--- src/epas_regs.vh ---
// epas_regs.vh: constants of the external port access sequencer
// assumes inclusion by epas_top.v only; definitions only
// Functional notes
// - an access is stretched by programmed wait states, by ack, or by both.
// - ack is sampled on each rising port clock edge once the wait states have run out, and low stalls the access.
// - after ack is seen high again two more port clock cycles end the access.
// - with write hold set, write data stays driven one extra clock after strobe.
// - the port cycle clock is an internal divided enable, never on a pin.
// - on a write, chip select is released only after the write strobe.
// - on a read, the read strobe is deasserted before chip select is released.
// - on a write, data drives after strobe asserts and stops at access end.
`ifndef EPAS_REGS_VH
`define EPAS_REGS_VH
`define EPAS_ACK_TAIL     2'h2
`define EPAS_RATIO_W      4
`define EPAS_WAIT_W       4
`endif

--- src/epas_top.v ---
// epas_top.v: sequencer for read/write cycles on the external memory port
// assumes a single clk_i (peripheral clock); ack_i arrives from a pin
`timescale 1ns/100ps
`include "epas_regs.vh"
module epas_top #(
    parameter AW = 22,
    parameter DW = 16
) (
    input  wire                     clk_i,
    input  wire                     arst_n_i,
    input  wire                     ce_i,
    input  wire [`EPAS_RATIO_W-1:0] clk_ratio_i,
    input  wire [`EPAS_WAIT_W-1:0]  wait_states_i,
    input  wire                     ack_enable_i,
    input  wire                     write_data_hold_extend_i,
    input  wire                     req_i,
    input  wire                     req_write_i,
    input  wire [AW-1:0]            req_addr_i,
    input  wire [DW-1:0]            req_wdata_i,
    output reg                      busy_o,
    output reg                      done_o,
    output reg  [DW-1:0]            rdata_o,
    input  wire                     ack_i,
    input  wire [DW-1:0]            data_i,
    output reg  [DW-1:0]            data_o,
    output reg                      data_oe_o,
    output reg  [AW-1:0]            addr_o,
    output reg                      cs_n_o,
    output reg                      rd_n_o,
    output reg                      wr_n_o
);
    localparam [2:0] ST_IDLE   = 3'h0;
    localparam [2:0] ST_SETUP  = 3'h1;
    localparam [2:0] ST_STROBE = 3'h2;
    localparam [2:0] ST_TAIL   = 3'h3;
    localparam [2:0] ST_HOLD   = 3'h4;
    localparam [2:0] ST_CSOFF  = 3'h5;

    localparam [`EPAS_RATIO_W-1:0] RATIO_ZERO = {`EPAS_RATIO_W{1'b0}};
    localparam [`EPAS_RATIO_W-1:0] RATIO_ONE  =
        {{(`EPAS_RATIO_W-1){1'b0}}, 1'b1};
    localparam [`EPAS_WAIT_W-1:0]  WAIT_ZERO  = {`EPAS_WAIT_W{1'b0}};
    localparam [`EPAS_WAIT_W-1:0]  WAIT_ONE   =
        {{(`EPAS_WAIT_W-1){1'b0}}, 1'b1};
    localparam [1:0]               TAIL_LAST  = `EPAS_ACK_TAIL - 2'h1;

    reg                     rst_s1_r;
    reg                     rst_n_r;
    reg                     ack_s1_r;
    reg                     ack_s2_r;
    reg [`EPAS_RATIO_W-1:0] div_r;
    reg [`EPAS_RATIO_W-1:0] div_nxt;
    reg                     pce_r;
    reg                     pce_nxt;
    reg [2:0]               st_r;
    reg [2:0]               st_nxt;
    reg [`EPAS_WAIT_W-1:0]  wcnt_r;
    reg [`EPAS_WAIT_W-1:0]  wcnt_nxt;
    reg [1:0]               tail_r;
    reg [1:0]               tail_nxt;
    reg                     wr_r;
    reg                     wr_nxt;
    reg                     busy_nxt;
    reg                     done_nxt;
    reg [DW-1:0]            rdata_nxt;
    reg [DW-1:0]            data_nxt;
    reg                     data_oe_nxt;
    reg [AW-1:0]            addr_nxt;
    reg                     cs_n_nxt;
    reg                     rd_n_nxt;
    reg                     wr_n_nxt;
    reg                     strobe_end;

    // state that follows the strobe release
    function [2:0] after_strobe;
        input is_write;
        input hold_ext;
        begin
            if (is_write && hold_ext)
                after_strobe = ST_HOLD;
            else
                after_strobe = ST_CSOFF;
        end
    endfunction

    always @(posedge clk_i or negedge arst_n_i) begin
        if (!arst_n_i) begin
            rst_s1_r <= 1'b0;
            rst_n_r  <= 1'b0;
        end else if (ce_i) begin
            rst_s1_r <= 1'b1;
            rst_n_r  <= rst_s1_r;
        end
    end

    // ack pin synchroniser, idles at the ready level
    always @(posedge clk_i or negedge rst_n_r) begin
        if (!rst_n_r) begin
            ack_s1_r <= 1'b1;
            ack_s2_r <= 1'b1;
        end else if (ce_i) begin
            ack_s1_r <= ack_i;
            ack_s2_r <= ack_s1_r;
        end
    end

    // port cycle clock as a one-cycle enable every ratio+1 clocks
    always @* begin
        if (div_r >= clk_ratio_i) begin
            div_nxt = RATIO_ZERO;
            pce_nxt = 1'b1;
        end else begin
            div_nxt = div_r + RATIO_ONE;
            pce_nxt = 1'b0;
        end
    end

    always @(posedge clk_i or negedge rst_n_r) begin
        if (!rst_n_r) begin
            div_r <= RATIO_ZERO;
            pce_r <= 1'b0;
        end else if (ce_i) begin
            div_r <= div_nxt;
            pce_r <= pce_nxt;
        end
    end

    always @* begin
        st_nxt      = st_r;
        wcnt_nxt    = wcnt_r;
        tail_nxt    = tail_r;
        wr_nxt      = wr_r;
        busy_nxt    = busy_o;
        done_nxt    = 1'b0;
        rdata_nxt   = rdata_o;
        data_nxt    = data_o;
        data_oe_nxt = data_oe_o;
        addr_nxt    = addr_o;
        cs_n_nxt    = cs_n_o;
        rd_n_nxt    = rd_n_o;
        wr_n_nxt    = wr_n_o;
        strobe_end  = 1'b0;
        case (st_r)
        ST_IDLE: begin
            if (req_i) begin
                addr_nxt = req_addr_i;
                cs_n_nxt = 1'b0;
                wr_nxt   = req_write_i;
                data_nxt = req_wdata_i;
                busy_nxt = 1'b1;
                st_nxt   = ST_SETUP;
            end
        end
        ST_SETUP: begin
            if (pce_r) begin
                rd_n_nxt = wr_r;
                wr_n_nxt = ~wr_r;
                wcnt_nxt = wait_states_i;
                st_nxt   = ST_STROBE;
            end
        end
        ST_STROBE: begin
            if (wr_r)
                data_oe_nxt = 1'b1;
            if (pce_r) begin
                if (wcnt_r != WAIT_ZERO)
                    wcnt_nxt = wcnt_r - WAIT_ONE;
                else if (ack_enable_i && !ack_s2_r)
                    st_nxt = ST_TAIL;
                else
                    strobe_end = 1'b1;
            end
        end
        ST_TAIL: begin
            // stalled until ack high, then two more port cycles
            if (pce_r) begin
                if (!ack_s2_r)
                    tail_nxt = 2'h0;
                else if (tail_r == TAIL_LAST) begin
                    tail_nxt   = 2'h0;
                    strobe_end = 1'b1;
                end else
                    tail_nxt = tail_r + 2'h1;
            end
        end
        ST_HOLD: begin
            st_nxt = ST_CSOFF;
        end
        ST_CSOFF: begin
            cs_n_nxt    = 1'b1;
            data_oe_nxt = 1'b0;
            busy_nxt    = 1'b0;
            done_nxt    = 1'b1;
            st_nxt      = ST_IDLE;
        end
        default: begin
            st_nxt = ST_IDLE;
        end
        endcase
        if (strobe_end) begin
            rdata_nxt = data_i;
            rd_n_nxt  = 1'b1;
            wr_n_nxt  = 1'b1;
            st_nxt    = after_strobe(wr_r, write_data_hold_extend_i);
        end
    end

    always @(posedge clk_i or negedge rst_n_r) begin
        if (!rst_n_r) begin
            st_r      <= ST_IDLE;
            wcnt_r    <= WAIT_ZERO;
            tail_r    <= 2'h0;
            wr_r      <= 1'b0;
            busy_o    <= 1'b0;
            done_o    <= 1'b0;
            rdata_o   <= {DW{1'b0}};
            data_o    <= {DW{1'b0}};
            data_oe_o <= 1'b0;
            addr_o    <= {AW{1'b0}};
            cs_n_o    <= 1'b1;
            rd_n_o    <= 1'b1;
            wr_n_o    <= 1'b1;
        end else if (ce_i) begin
            st_r      <= st_nxt;
            wcnt_r    <= wcnt_nxt;
            tail_r    <= tail_nxt;
            wr_r      <= wr_nxt;
            busy_o    <= busy_nxt;
            done_o    <= done_nxt;
            rdata_o   <= rdata_nxt;
            data_o    <= data_nxt;
            data_oe_o <= data_oe_nxt;
            addr_o    <= addr_nxt;
            cs_n_o    <= cs_n_nxt;
            rd_n_o    <= rd_n_nxt;
            wr_n_o    <= wr_n_nxt;
        end
    end
endmodule // epas_top

--- config.mk ---
export PLATFORM = sky130hd
export DESIGN_NAME = epas_top
export DESIGN_NICKNAME = d
export VERILOG_FILES = /design/src/epas_top.v
export VERILOG_INCLUDE_DIRS = /design/src
export SDC_FILE = /design/constraint.sdc
export NUM_CORES = 1
export LEC_CHECK = 0
export ABC_AREA = 0
export ABC_CLOCK_PERIOD_IN_PS = 5270
export BUFFER_PORTS_ARGS = -buffer_cell sky130_fd_sc_hd__buf_2
export CAP_MARGIN = 20
export CORE_MARGIN = 2
export CORE_UTILIZATION = 50
export CTS_CLUSTER_DIAMETER = 150
export CTS_CLUSTER_SIZE = 30
export DETAILED_ROUTE_END_ITERATION = 8
export PLACE_DENSITY_LB_ADDON = 0.2
export SLEW_MARGIN = 10
export SYNTH_ARGS = -nofsm -noshare
export SYNTH_HDL_FRONTEND = slang
export SYNTH_SLANG_ARGS = --single-unit
--- constraint.sdc ---
create_clock -name clk_i -period 5.27 [get_ports clk_i]
set_clock_uncertainty 0.1 [all_clocks]
set_input_delay 1.581 -clock clk_i [delete_from_list [all_inputs] [get_ports clk_i]]
set_output_delay 1.581 -clock clk_i [all_outputs]
set_load 0.01 [all_outputs]
==> impl_metrics.toml <==
[status]
status = "finished clean"

[clocking]
clk_pin_slew_ns = 0.08
cts_buffers = 9
clockRootBuffer = "clkbuf_8"
clk_latency_ns = 0.34
hold_buffers = 0
htreeDepth = 3
cts_setup_buffers = 0
cts-resized-gates = 0
cts_tree = "yes"
cts.path.max_buffers = 2
clock_sink_count = 79

[yosys]
synth_top_family_by_area = "multiplexers"
yosysSeqAreaShare_pct = 57.7
synthXorXnorAreaFrac_pct = 0
synth_area_um2 = 3440
synth_warnings = 0
syn_inst = 261
synth_edf_count = 0
synth_cell_types = 40
synth_compound_area_share_pct = 8.41
muxShareOfSynthArea_pct = 20.6
synthAdderAreaFrac_pct = 2.18
syn_nets = 337
synth_ff_type = "dfrtp_1"
ys_ff_latch = 79
postSynth.asyncResetShare_pct = 100
yosys.area_share.simple_pct = 7.14
syn_avg_cell_area_um2 = 13.2

[placed_design]
dp_cells = 459
pre_cts_ws_ns = 1.71
postPlaceCellArea_um2 = 4110
gp_congestion = 0.821
hpwl_um = 4790
io_buffers = 129

[critical_path]
reg2reg_depth = 4
worstSetupStartpointType = "input pin"
r2r_slack_ns = 2.48
cp_num_cells = 4
slowest_delay_ns = 0.81
startpoint = "ce_i"
crit_chain = "buf_2 > nand2_1 > and2b_1 > mux2_2"
critPathTopFamily = "simple AND/OR/NAND/NOR gates"
arrival_ns = 3.32
cp_slowest_cell = "and2b_1"
worst-path-buf-inv = 1
worstPathRequired_ns = 5.39
timing.rr.start = "st_r[2]$_DFFE_PN0P_"
path_class = "in2reg"
crit_fanout = 20
crit_end = "rdata_o[7]$_DFFE_PN0P_"
end_kind = "register"
r2r-end = "rdata_o[7]$_DFFE_PN0P_"

[global_routing]
grt_pass1_wl_um = 10700
antenna_found_initial = 0
grt_usage_pct = 18.1
grt_max_degree = 79
grt-ovfl-total = 0
grt_pass1_vias = 2382

[finish]
diodes = 0
fin_nets = 467
final_cell_mix = "buf_2 (129), dfrtp_1 (73), mux2_2 (50), nand2_1 (15), o21ai_0 (14)"
area_growth_pct = 24.9
fin_area_um2 = 4290
fill_cells = 556
multi_input_area_um2 = 1320
layout-drive-gt1-share_pct = 53.8
layout_commonest_cell = "buf_2"
instances_no_fill = 476
ff_latch_area_um2 = 1990

[floorplan]
die_y_um = 86.9
pin_count = 130
initial_core_util_pct = 51.1
die_x_um = 86.9
coreArea_um2 = 6720
die_area_um2 = 7550
rows = 30

[drt]
drc = 0
drtIter0Drc = 69
routedWlPerCell_um = 14.0
wirelength_um = 6690
vias = 2396
drtPass1Iterations = 4
vias_per_cell = 5.03
ant_nets = 0

[sta]
rsz0062_at_grt = "false"
final_max_slew_viol_count = 0
tightest_slew_ns = 0.848
finalCritPeriodShare_pct = 60.8
worst_slack_ns = 2.07
setup-violations-final = 0
fin_crit_ns = 3.20
max_clock_freq_mhz = 312
tns_ns = 0
finalHoldViolCount = 0
relSlewSlack_pct = 43.4
finalHoldWorstSlack_ns = 0.190

[power_and_ir_drop]
power_density_nw_per_um2 = 523
ir_worst_vdd_mv = 0.289
p_leak_nw = 2.15

[job]
cap_violations = 0

[hold_path]
hp-class = "reg2async"
cell usage after synthesis, drive strengths merged, types with 3 or more instances:
cell type	instances	area (µm²)
a21o	3	22.5
a21oi	10	50.1
and2b	3	22.5
buf	6	63.8
clkbuf	6	22.5
dfrtp	74	1850
dfstp	5	131
ha	6	75.1
inv	13	48.8
mux2	59	698
nand2	15	56.3
nand2b	5	31.3
nand3	6	30.0
nor2	8	30.0
nor3	3	15.0
o21ai	14	70.1
worst register-to-register path, stage by stage, from the launching register on:
cell     delay [ns]
dfrtp_1        0.53
or3b_1         0.59
o32ai_4        0.32
and2b_1        0.72
mux2_2         0.41
cell type report:
type	instances	share of cell area, %
Clock inverter	5	0.816
Sequential cell	79	46.3
Timing Repair Buffer	131	15.7
Inverter	13	1.14
Multi-Input combinational cell	157	30.7
Tap cell	80	2.33
Clock buffer	11	3.06
registers in the layout, summed over array words and instances (netlist names):
signal,count
wr_r,1
pce_r,1
ack_s2_r,1
cs_n_o,1
rst_s1_r,1
div_r,4
st_r,3
rd_n_o,1
rdata_o,16
wr_n_o,1
data_o,16
wcnt_r,4
addr_o,22
tail_r,2
done_o,1
rst_n_r,1
data_oe_o,1
ack_s1_r,1
busy_o,1
cells by family (layout without fill, tap and decap cells):
kind of cell / Yosys count / count (layout)
buf+inv: 25 / 160
compound gates: 43 / 43
simple gates: 48 / 48
fa+ha+maj: 6 / 6
flops: 79 / 79
mux: 60 / 60
per-stage QoR:
step	util [%]	total power, mW
after floorplan	-	1.58
after global placement	61.1	1.85
after detailed placement	61.1	1.88
after CTS	63.6	2.27
after global routing	63.9	2.41
final	63.9	2.25
power by group:
group	leakage [nW]	switching (mW)	internal [mW]
clock	0.0716	0.214	0.170
sequential	0.921	0.153	0.867
combinational	1.16	0.397	0.444
total	2.15	0.764	1.48
how the worst min path moves through the flow:
stage,start,endpoint
floorplan,rst_s1_r$_DFFE_PN0P_,rst_s1_r$_DFFE_PN0P_
global placement,rst_s1_r$_DFFE_PN0P_,rst_s1_r$_DFFE_PN0P_
detailed placement,rst_s1_r$_DFFE_PN0P_,rst_s1_r$_DFFE_PN0P_
CTS,rst_s1_r$_DFFE_PN0P_,rst_s1_r$_DFFE_PN0P_
global route,rst_n_r$_DFFE_PN0P_,rdata_o[6]$_DFFE_PN0P_
finish,rst_n_r$_DFFE_PN0P_,data_o[9]$_DFFE_PN0P_
routing by layer:
metal	up-vias	routed length, µm	track usage (%)
li1	1176	-	-
met4	0	69	6.82
met1	1144	2900	22.5
met2	69	3260	29.5
met5	-	0	0
met3	7	463	5.97
Power figures use the tool's default switching activity.
